===== src/pkg/camset_pkg.sv =====
// package for the camera setting command interpreter
// assumes a byte-wide command stream on the same clock as the interpreter
package camset_pkg;

  // command identifiers, shared by host frames and read replies
  localparam logic [7:0] CAMSET_ID_HEIGHT = 8'hAA;
  localparam logic [7:0] CAMSET_ID_GAIN = 8'h80;
  localparam logic [7:0] CAMSET_ID_OFFSET = 8'h84;

  // descriptor byte layout: read/write flag and data length
  localparam int CAMSET_DESC_FLAG_BIT = 7;
  localparam int CAMSET_DESC_LEN_MSB = 6;
  localparam logic [6:0] CAMSET_DATA_LEN = 7'h02;
  localparam logic CAMSET_FLAG_READ = 1'b1;
  localparam logic CAMSET_FLAG_WRITE = 1'b0;

  // legal ranges, inclusive
  localparam logic [15:0] CAMSET_HEIGHT_MIN = 16'h0001;
  localparam logic [15:0] CAMSET_HEIGHT_MAX = 16'h0410;
  localparam logic [15:0] CAMSET_GAIN_MAX = 16'h03FF;
  localparam logic [15:0] CAMSET_OFFSET_MAX = 16'h00FF;

  // advisory gain floors, binning off and on
  localparam logic [15:0] CAMSET_GAIN_HINT_NOBIN = 16'h00F0;
  localparam logic [15:0] CAMSET_GAIN_HINT_VBIN = 16'h00C0;

  // values after reset
  localparam logic [15:0] CAMSET_HEIGHT_RST = 16'h0410;
  localparam logic [15:0] CAMSET_GAIN_RST = 16'h00F0;
  localparam logic [15:0] CAMSET_OFFSET_RST = 16'h0000;

  // reply length in bytes, last index
  localparam logic [1:0] CAMSET_REPLY_LAST = 2'h3;

  // current settings as one bundle
  typedef struct packed {
    logic [15:0] height;
    logic [15:0] gain;
    logic [15:0] offset;
  } camset_settings_t;

  // one byte on the reply stream
  typedef struct packed {
    logic [7:0] data;
    logic last;
  } camset_byte_t;

  // parser states
  typedef enum logic [4:0] {
    CAMSET_IDLE = 5'b00001,
    CAMSET_DESC = 5'b00010,
    CAMSET_DLO = 5'b00100,
    CAMSET_DHI = 5'b01000,
    CAMSET_REPLY = 5'b10000
  } camset_state_t;

endpackage : camset_pkg


===== src/hdl/camset_cmd.sv =====
// command interpreter for height, gain and offset settings
// assumes framing below it delivers bytes with a start-of-frame mark, same clock
`timescale 1ns/1ps

module camset_cmd (
  input wire logic ref_clk,
  input wire logic arst_n,
  input wire logic in_valid,
  input wire logic [7:0] in_data,
  input wire logic in_sof,
  output logic in_ready,
  output logic out_valid,
  output camset_pkg::camset_byte_t out_byte,
  input wire logic out_ready,
  input wire logic vert_binning,
  output camset_pkg::camset_settings_t settings,
  output logic gain_below_hint
);
  import camset_pkg::*;

  //////////////////////////////////////////////////////////////////////////////
  // frame handling overview
  // request stream: one byte a cycle, taken while in_valid and in_ready are high
  // a byte with in_sof high is a command identifier and opens a new frame
  // the byte after the identifier is the descriptor
  // descriptor bit 7: read/write flag, 1 for read, 0 for write
  // descriptor bits 6:0: data length, always 2 for these settings
  // a read frame ends with its descriptor; no data bytes follow
  // a write frame carries two data bytes after its descriptor
  // data order on both streams: low byte first, high byte second
  // unknown identifier or wrong length: rest of the frame is skipped
  // bytes without in_sof while idle are skipped as well
  // a new in_sof in mid-frame drops the half-received frame
  //
  // parser states, one-hot
  // idle: waits for a byte with in_sof
  // desc: identifier held, waits for the descriptor
  // dlo: write accepted, waits for the low byte
  // dhi: low byte held, waits for the high byte
  // reply: request stream stopped, reply bytes going out
  //
  // write path
  // the low byte waits in lo_q until the high byte arrives
  // the full value is range-checked on the edge that takes the high byte
  // a legal value lands in its setting on that same edge
  // an illegal value is dropped and the old setting stays
  // writes never produce reply bytes
  //
  // read path
  // the descriptor of a read stops the request stream (in_ready low)
  // the current value is copied to rd_val_q on that edge
  // so nothing can change a reply that is already under way
  // reply bytes: identifier, descriptor, low byte, high byte
  // reply descriptor: flag 0, length 2
  // each reply byte stands until out_valid and out_ready meet
  // out_byte.last marks the fourth byte
  // the request stream opens again after the last byte is taken
  //
  // timing of a read, sink never stalling
  // c0 identifier taken, c1 descriptor taken
  // c2 identifier byte shown, in_ready low
  // c3 descriptor byte, c4 low byte, c5 high byte with last
  // c6 reply over, in_ready high again
  //
  // timing of a write
  // c0 identifier, c1 descriptor, c2 low byte, c3 high byte
  // c4 new setting visible on settings
  //
  // after reset
  // height 1040, gain 240, offset 0
  // in_ready high, no reply pending, gain_below_hint low
  // a frame may start on the first edge after reset is released
  //
  // hazards and limits
  // extra bytes after a read descriptor are held off by in_ready
  // and are then skipped, since they lack in_sof
  // gain_below_hint is advice only; low gains are still accepted
  // gain_below_hint follows settings and vert_binning one cycle late
  // every input is on ref_clk, so no synchroniser is needed

  //////////////////////////////////////////////////////////////////////////////
  // state
  camset_state_t state_q, state_d;
  camset_settings_t set_q, set_d;
  logic [7:0] id_q, id_d;
  logic [7:0] lo_q, lo_d;
  logic [15:0] rd_val_q, rd_val_d;
  logic [1:0] cnt_q, cnt_d;
  logic in_ready_q, in_ready_d;
  logic out_valid_q, out_valid_d;
  camset_byte_t out_q, out_d;
  logic hint_q;

  //////////////////////////////////////////////////////////////////////////////
  // decode
  wire take = in_valid & in_ready_q;
  wire is_height = (id_q == CAMSET_ID_HEIGHT);
  wire is_gain = (id_q == CAMSET_ID_GAIN);
  wire is_offset = (id_q == CAMSET_ID_OFFSET);
  wire id_known = is_height | is_gain | is_offset;
  wire desc_flag = in_data[CAMSET_DESC_FLAG_BIT];
  wire [6:0] desc_len = in_data[CAMSET_DESC_LEN_MSB:0];
  wire desc_ok = id_known & (desc_len == CAMSET_DATA_LEN);
  // assembled write value: first byte low, second byte high
  wire [15:0] wr_val = {in_data, lo_q};
  wire height_ok = (wr_val >= CAMSET_HEIGHT_MIN) & (wr_val <= CAMSET_HEIGHT_MAX);
  wire gain_ok = (wr_val <= CAMSET_GAIN_MAX);
  wire offset_ok = (wr_val <= CAMSET_OFFSET_MAX);
  // write strobes, one per setting, only for values inside their range
  wire hi_take = take & ~in_sof & (state_q == CAMSET_DHI);
  wire wr_height = hi_take & is_height & height_ok;
  wire wr_gain = hi_take & is_gain & gain_ok;
  wire wr_offset = hi_take & is_offset & offset_ok;
  // value returned by a read, captured when the reply starts
  wire [15:0] cur_val = is_height ? set_q.height : (is_gain ? set_q.gain : set_q.offset);
  wire [15:0] hint_floor = vert_binning ? CAMSET_GAIN_HINT_VBIN : CAMSET_GAIN_HINT_NOBIN;
  wire out_fire = out_valid_q & out_ready;
  wire [1:0] cnt_nx = cnt_q + 2'h1;
  // reply byte order: id, descriptor, low, high
  wire [7:0] reply_desc = {CAMSET_FLAG_WRITE, CAMSET_DATA_LEN};
  wire [7:0] reply_sel = (cnt_nx == 2'h1) ? reply_desc :
                         (cnt_nx == 2'h2) ? rd_val_q[7:0] :
                         rd_val_q[15:8];

  //////////////////////////////////////////////////////////////////////////////
  // next-state logic
  always_comb begin
    state_d = state_q;
    set_d = set_q;
    id_d = id_q;
    lo_d = lo_q;
    rd_val_d = rd_val_q;
    cnt_d = cnt_q;
    in_ready_d = in_ready_q;
    out_valid_d = out_valid_q;
    out_d = out_q;
    if (state_q == CAMSET_REPLY) begin
      if (out_fire) begin
        if (cnt_q == CAMSET_REPLY_LAST) begin
          // reply done, accept input again
          out_valid_d = 1'b0;
          out_d.last = 1'b0;
          in_ready_d = 1'b1;
          state_d = CAMSET_IDLE;
        end else begin
          cnt_d = cnt_nx;
          out_d.data = reply_sel;
          out_d.last = (cnt_nx == CAMSET_REPLY_LAST);
        end
      end
    end else if (take) begin
      if (in_sof) begin
        // a frame start always resynchronises the parser
        id_d = in_data;
        state_d = CAMSET_DESC;
      end else begin
        case (state_q)
          CAMSET_DESC: begin
            if (!desc_ok) begin
              state_d = CAMSET_IDLE;
            end else if (desc_flag == CAMSET_FLAG_READ) begin
              // read: stop input and send the current value
              rd_val_d = cur_val;
              cnt_d = 2'h0;
              in_ready_d = 1'b0;
              out_valid_d = 1'b1;
              out_d.data = id_q;
              out_d.last = 1'b0;
              state_d = CAMSET_REPLY;
            end else begin
              state_d = CAMSET_DLO;
            end
          end
          CAMSET_DLO: begin
            lo_d = in_data;
            state_d = CAMSET_DHI;
          end
          CAMSET_DHI: begin
            // write without reply; out-of-range values leave the setting alone
            if (wr_height) begin
              set_d.height = wr_val;
            end
            if (wr_gain) begin
              set_d.gain = wr_val;
            end
            if (wr_offset) begin
              set_d.offset = wr_val;
            end
            state_d = CAMSET_IDLE;
          end
          default: begin
            state_d = CAMSET_IDLE;
          end
        endcase
      end
    end
  end

  //////////////////////////////////////////////////////////////////////////////
  // settings registers, loaded with the power-up values on reset
  always_ff @(posedge ref_clk or negedge arst_n) begin
    if (!arst_n) begin
      set_q <= '{height: CAMSET_HEIGHT_RST, gain: CAMSET_GAIN_RST, offset: CAMSET_OFFSET_RST};
    end else begin
      set_q <= set_d;
    end
  end

  // parser registers: state, identifier and held low byte
  always_ff @(posedge ref_clk or negedge arst_n) begin
    if (!arst_n) begin
      state_q <= CAMSET_IDLE;
      id_q <= 8'h00;
      lo_q <= 8'h00;
    end else begin
      state_q <= state_d;
      id_q <= id_d;
      lo_q <= lo_d;
    end
  end

  // reply registers: snapshot, byte count and both handshakes
  always_ff @(posedge ref_clk or negedge arst_n) begin
    if (!arst_n) begin
      rd_val_q <= 16'h0000;
      cnt_q <= 2'h0;
      in_ready_q <= 1'b1;
      out_valid_q <= 1'b0;
      out_q <= '0;
    end else begin
      rd_val_q <= rd_val_d;
      cnt_q <= cnt_d;
      in_ready_q <= in_ready_d;
      out_valid_q <= out_valid_d;
      out_q <= out_d;
    end
  end

  //////////////////////////////////////////////////////////////////////////////
  // advisory flag: gain below the recommended floor for the binning mode
  always_ff @(posedge ref_clk or negedge arst_n) begin
    if (!arst_n) begin
      hint_q <= 1'b0;
    end else begin
      hint_q <= (set_q.gain < hint_floor);
    end
  end

  //////////////////////////////////////////////////////////////////////////////
  // elaboration checks on the package constants the logic relies on
  generate
    if (CAMSET_HEIGHT_MIN > CAMSET_HEIGHT_MAX) begin : g_bad_height_range
      $error("height range is empty");
    end
    if ((CAMSET_HEIGHT_RST < CAMSET_HEIGHT_MIN) ||
        (CAMSET_HEIGHT_RST > CAMSET_HEIGHT_MAX)) begin : g_bad_height_rst
      $error("height reset value out of range");
    end
    if (CAMSET_GAIN_RST > CAMSET_GAIN_MAX) begin : g_bad_gain_rst
      $error("gain reset value out of range");
    end
    if (CAMSET_OFFSET_RST > CAMSET_OFFSET_MAX) begin : g_bad_offset_rst
      $error("offset reset value out of range");
    end
    if ((CAMSET_DESC_FLAG_BIT != CAMSET_DESC_LEN_MSB + 1) ||
        (CAMSET_DESC_FLAG_BIT != $bits(in_data) - 1)) begin : g_bad_desc
      $error("descriptor fields must fill one byte");
    end
    if (CAMSET_REPLY_LAST != 2'h3) begin : g_bad_reply_len
      $error("reply must be four bytes");
    end
    if (CAMSET_DATA_LEN != 7'h02) begin : g_bad_data_len
      $error("only two data bytes are handled");
    end
    if (CAMSET_GAIN_HINT_NOBIN > CAMSET_GAIN_MAX) begin : g_bad_hint_nobin
      $error("advisory floor above the gain range");
    end
    if (CAMSET_GAIN_HINT_VBIN > CAMSET_GAIN_MAX) begin : g_bad_hint_vbin
      $error("advisory floor above the gain range");
    end
  endgenerate

  //////////////////////////////////////////////////////////////////////////////
  // outputs, all from flip-flops
  assign in_ready = in_ready_q;
  assign out_valid = out_valid_q;
  assign out_byte = out_q;
  assign settings = set_q;
  assign gain_below_hint = hint_q;

endmodule : camset_cmd


===== config.mk =====
export PLATFORM = sky130hd
export DESIGN_NAME = camset_cmd
export DESIGN_NICKNAME = d
export VERILOG_FILES = /design/src/pkg/camset_pkg.sv /design/src/hdl/camset_cmd.sv
export SDC_FILE = /design/constraint.sdc
export NUM_CORES = 1
export LEC_CHECK = 0
export ABC_AREA = 1
export BUFFER_PORTS_ARGS = -buffer_cell sky130_fd_sc_hd__buf_2
export CAP_MARGIN = 20
export CORE_MARGIN = 5
export CORE_UTILIZATION = 30
export DETAILED_ROUTE_END_ITERATION = 10
export REMOVE_ABC_BUFFERS = 1
export SYNTH_ARGS = -nofsm -noshare
export SYNTH_HDL_FRONTEND = slang
export SYNTH_SLANG_ARGS = --single-unit

===== constraint.sdc =====
create_clock -name ref_clk -period 4.33 [get_ports ref_clk]
set_input_delay 0 -clock ref_clk [delete_from_list [all_inputs] [get_ports ref_clk]]
set_output_delay 0 -clock ref_clk [all_outputs]
set_load 0.005 [all_outputs]

==> qor.csv <==
stage;metric;value;unit
clock_network;number of post-CTS setup repair buffers;0;
clock_network;Worst-path clk slew;70;ps
power;Comb power frac;2.8;%
worst_setup_path;crit path max fanout;16;
worst_setup_path;CP cell instances;inv_1 -> nand2_1 -> nor2_1 -> nand2_1 -> nor3_2 -> nand3_1 -> nand2_1 -> nand2_1;
sta;Final Cycle Share;61.0;%
sta;Worst-Margin Slew;723;ps
layout;Area growth, synth to finish;18.5;%
place;DP HPWL;9.40;mm
drt;DRC viols;0;
status;status;completed;
worst_setup_path;crit path kind;reg -> reg;
global_route;first-pass GRT wire length;20.8;mm
clock_network;CTS buffer count;9;
synth;Yosys top cell area share;47.3;%
clock_network;CTS sink cnt;99;
flow_run;Max Cap Violations;0;
synth;ys flop type;dfrtp_1;
synth;cell count after synthesis;574;
global_route;GRT Resource Usage Total;14.3;%
worst_setup_path;cell mode on critical path;nand2_1;
global_route;initial antenna violation count;0;
sta;final setup vio count;0;
clock_network;CTS max path bufs;2;
sta;final slew viol count;0;
worst_setup_path;CP max stage cell;nor3_2;
worst_setup_path;CP required;4570;ps
die;IO Pins;74;
die;Core Area;0.0158;mm2
die;row count;46;
synth;syn_area_per_cell;8.38;um2
drt;DRT Pass-1 Iters;5;
sta;fin crit period;2640;ps
power;Switching Share;22.4;%
global_route;grt total ovfl;0;
worst_setup_path;CP peak stage delay;730;ps
layout;share of layout cells above drive strength 1;23.0;%
clock_network;clock latency on the worst-skew pair;350;ps
drt;WL/cell;14.6;um
die;Die Span Y;137;um
clock_network;Hold Buf Count CTS;8;
sta;Final Skew;13.1;ps
synth;register area share after synthesis;51.7;%
layout;multi-input combinational cell area;0.00191;mm2
sta;RSZ-0062 raised after global routing;false;
worst_setup_path;Worst setup EP type;register;
global_route;largest net degree at the start of global routing;55;
layout;Antenna Cells;0;
sta;Rel. slew slack;51.5;%
clock_network;PostCTS Resize Cnt;0;
power;Sw Pwr;391;uW
power;Pleak;3.10;nW
power;pwr dens;305;mW/mm2
layout;Fillers;1659;
global_route;vias in the first global route;3864;
synth;async set or reset register ratio after synthesis;100;%
sta;final hold viol count;0;
synth;synthesized cell area;0.00481;mm2
drt;DR vias/cell;4.58;
synth;Synth area leaders;dfrtp_1 (47%), nand2_1 (12%), o21ai_0 (5.5%);
place;routability-driven placement congestion ratio;0.820;
synth;Yosys warning total;0;
sta;Fmax achieved;379;MHz
worst_setup_path;CP bufs+invs;1;
drt;DRT iter0 DRCs;228;
layout;Layout Nets;667;
sta;Setup TNS;0;ps
worst_setup_path;cell family with most CP delay;simple AND/OR/NAND/NOR gates;
synth;synthesis-stage register bit count;99;
die;full die area;0.0187;mm2
drt;drt total wl;12.7;mm
clock_network;Root Buffer;clkbuf_16;
clock_network;CTS tree;built;
layout;Storage cell area;0.00249;mm2
synth;Unique masters post-synth;39;
drt;via count;3979;
power;Peak supply drop;202;uV
power;share of total power in sequential cells;53.2;%
die;starting density of the core;30.4;%
synth;Post-synth EDFFs;0;
synth;Synth area leader;dfrtp_1;
worst_setup_path;Critical Path AT;2880;ps
worst_setup_path;crit path launch type;register;
power;Clk pwr share;44.1;%
power;Power Total;1.74;mW
hold_path;HP Class;in -> reg;
power;P_int;1.35;mW
die;Die Wd;137;um
place;Port Buffers;73;
clock_network;CTS H-Tree Depth;3;
drt;Detail Route Antenna Nets;0;
routing by layer:
layer | wire (um) | GRT usage (%)
met1 | 6340 | 21.0
met2 | 5690 | 21.2
met3 | 576 | 3.75
met4 | 130 | 3.14
met5 | 0 | 0
path summary, 6_finish.rpt:
path	from	end	slack (ps)	cells after the start
min in group asynchronous	arst_n	out_byte[4]	240	2
hold reg to reg	settings[36]	settings[36]	480	2
max in group asynchronous	arst_n	settings[38]	3030	3
setup reg to reg	id_q[0]	settings[32]	1690	8
hold / removal	in_data[7]	state_q[2]	2	4
setup / recovery	id_q[0]	settings[32]	1690	8
stage by stage:
stage               utilization, %  std cells  setup slack (ps)  area [um2]  hold WS [ps]
floorplan                        -        552              2070        4670          -296
global placement              33.7        845              1750        5340           107
detailed placement            33.7        845              1740        5340          99.5
CTS                           36.0        869              1690        5700          2.55
global route                  36.0        869              1480        5700          25.1
finish                        36.0        869              1690        5700          1.79
cell usage after synthesis, types with 3 or more instances:
| cell type | number |
|---|---|
| buf_2 | 8 |
| o21ai_2 | 15 |
| buf_6 | 3 |
| ha_1 | 5 |
| nand3_1 | 50 |
| nor3_2 | 3 |
| dfrtp_1 | 91 |
| nand2_1 | 159 |
| inv_1 | 56 |
| o21ai_0 | 53 |
| dfstp_2 | 8 |
| inv_2 | 16 |
| clkbuf_1 | 6 |
| nor2_1 | 29 |
| nand4_1 | 19 |
| o21ai_1 | 18 |
| nand2_2 | 6 |
| buf_4 | 3 |
layout by cell type (no fill, tap or decap), drive strengths merged, types with 2 or more instances in the layout:
master and count:
nor2 33, dfrtp 91, a21oi 2, nand4 21
dfstp 8, nand3 53, dlygate4sd3 8, nand2 166
clkbuf 12, nor4 2, nor3 6, o21ai 86
buf 77, ha 5, inv 74, clkinv 2
worst register-to-register path, stage by stage, from the launching register on:
cell     delay [ps]
dfrtp_1         380
inv_1           100
nand2_1         110
nor2_1          100
nand2_1         340
nor3_2          730
nand3_1         530
nand2_1         170
nand2_1          70
power by group through the flow:
stage / Clock, mW / Sequential (mW) / Combinational [mW]
5_1_grt: 0.828 / 0.924 / 0.0557
3_5_place_dp: 0 / 0.942 / 0.0438
2_1_floorplan: 0 / 0.942 / 0.00910
3_3_place_gp: 0 / 0.942 / 0.0441
4_1_cts: 0.787 / 0.924 / 0.0498
6_report: 0.767 / 0.925 / 0.0481
sequential cells by signal, summed over array words and instances (netlist names):
| name | flops |
|---|---|
| settings | 48 |
| rd_val_q | 16 |
| out_byte | 9 |
| id_q | 8 |
| lo_q | 8 |
| state_q | 5 |
| cnt_q | 2 |
| gain_below_hint | 1 |
| in_ready | 1 |
| out_valid | 1 |
area by class of cell:
cell class | instances | area share (%)
sequential | 99 | 43.7
multi-input combinational | 380 | 33.5
timing repair buffer | 85 | 8.39
inverter | 73 | 4.81
tap | 216 | 4.74
clock buffer | 12 | 4.33
clock inverter | 4 | 0.571
logic make-up (layout without fill, tap and decap cells):
kind of cell	after synthesis	after routing	share of synthesized area (%)
AO/OA/AOI/OAI	93	93	11.1
AND/OR/NAND/NOR	282	282	27.3
flip-flops	99	99	51.7
adder cells (fa/ha/maj)	5	5	1.30
buffers and inverters	95	174	8.58
No activity file was read; power rests on OpenSTA's default activity.
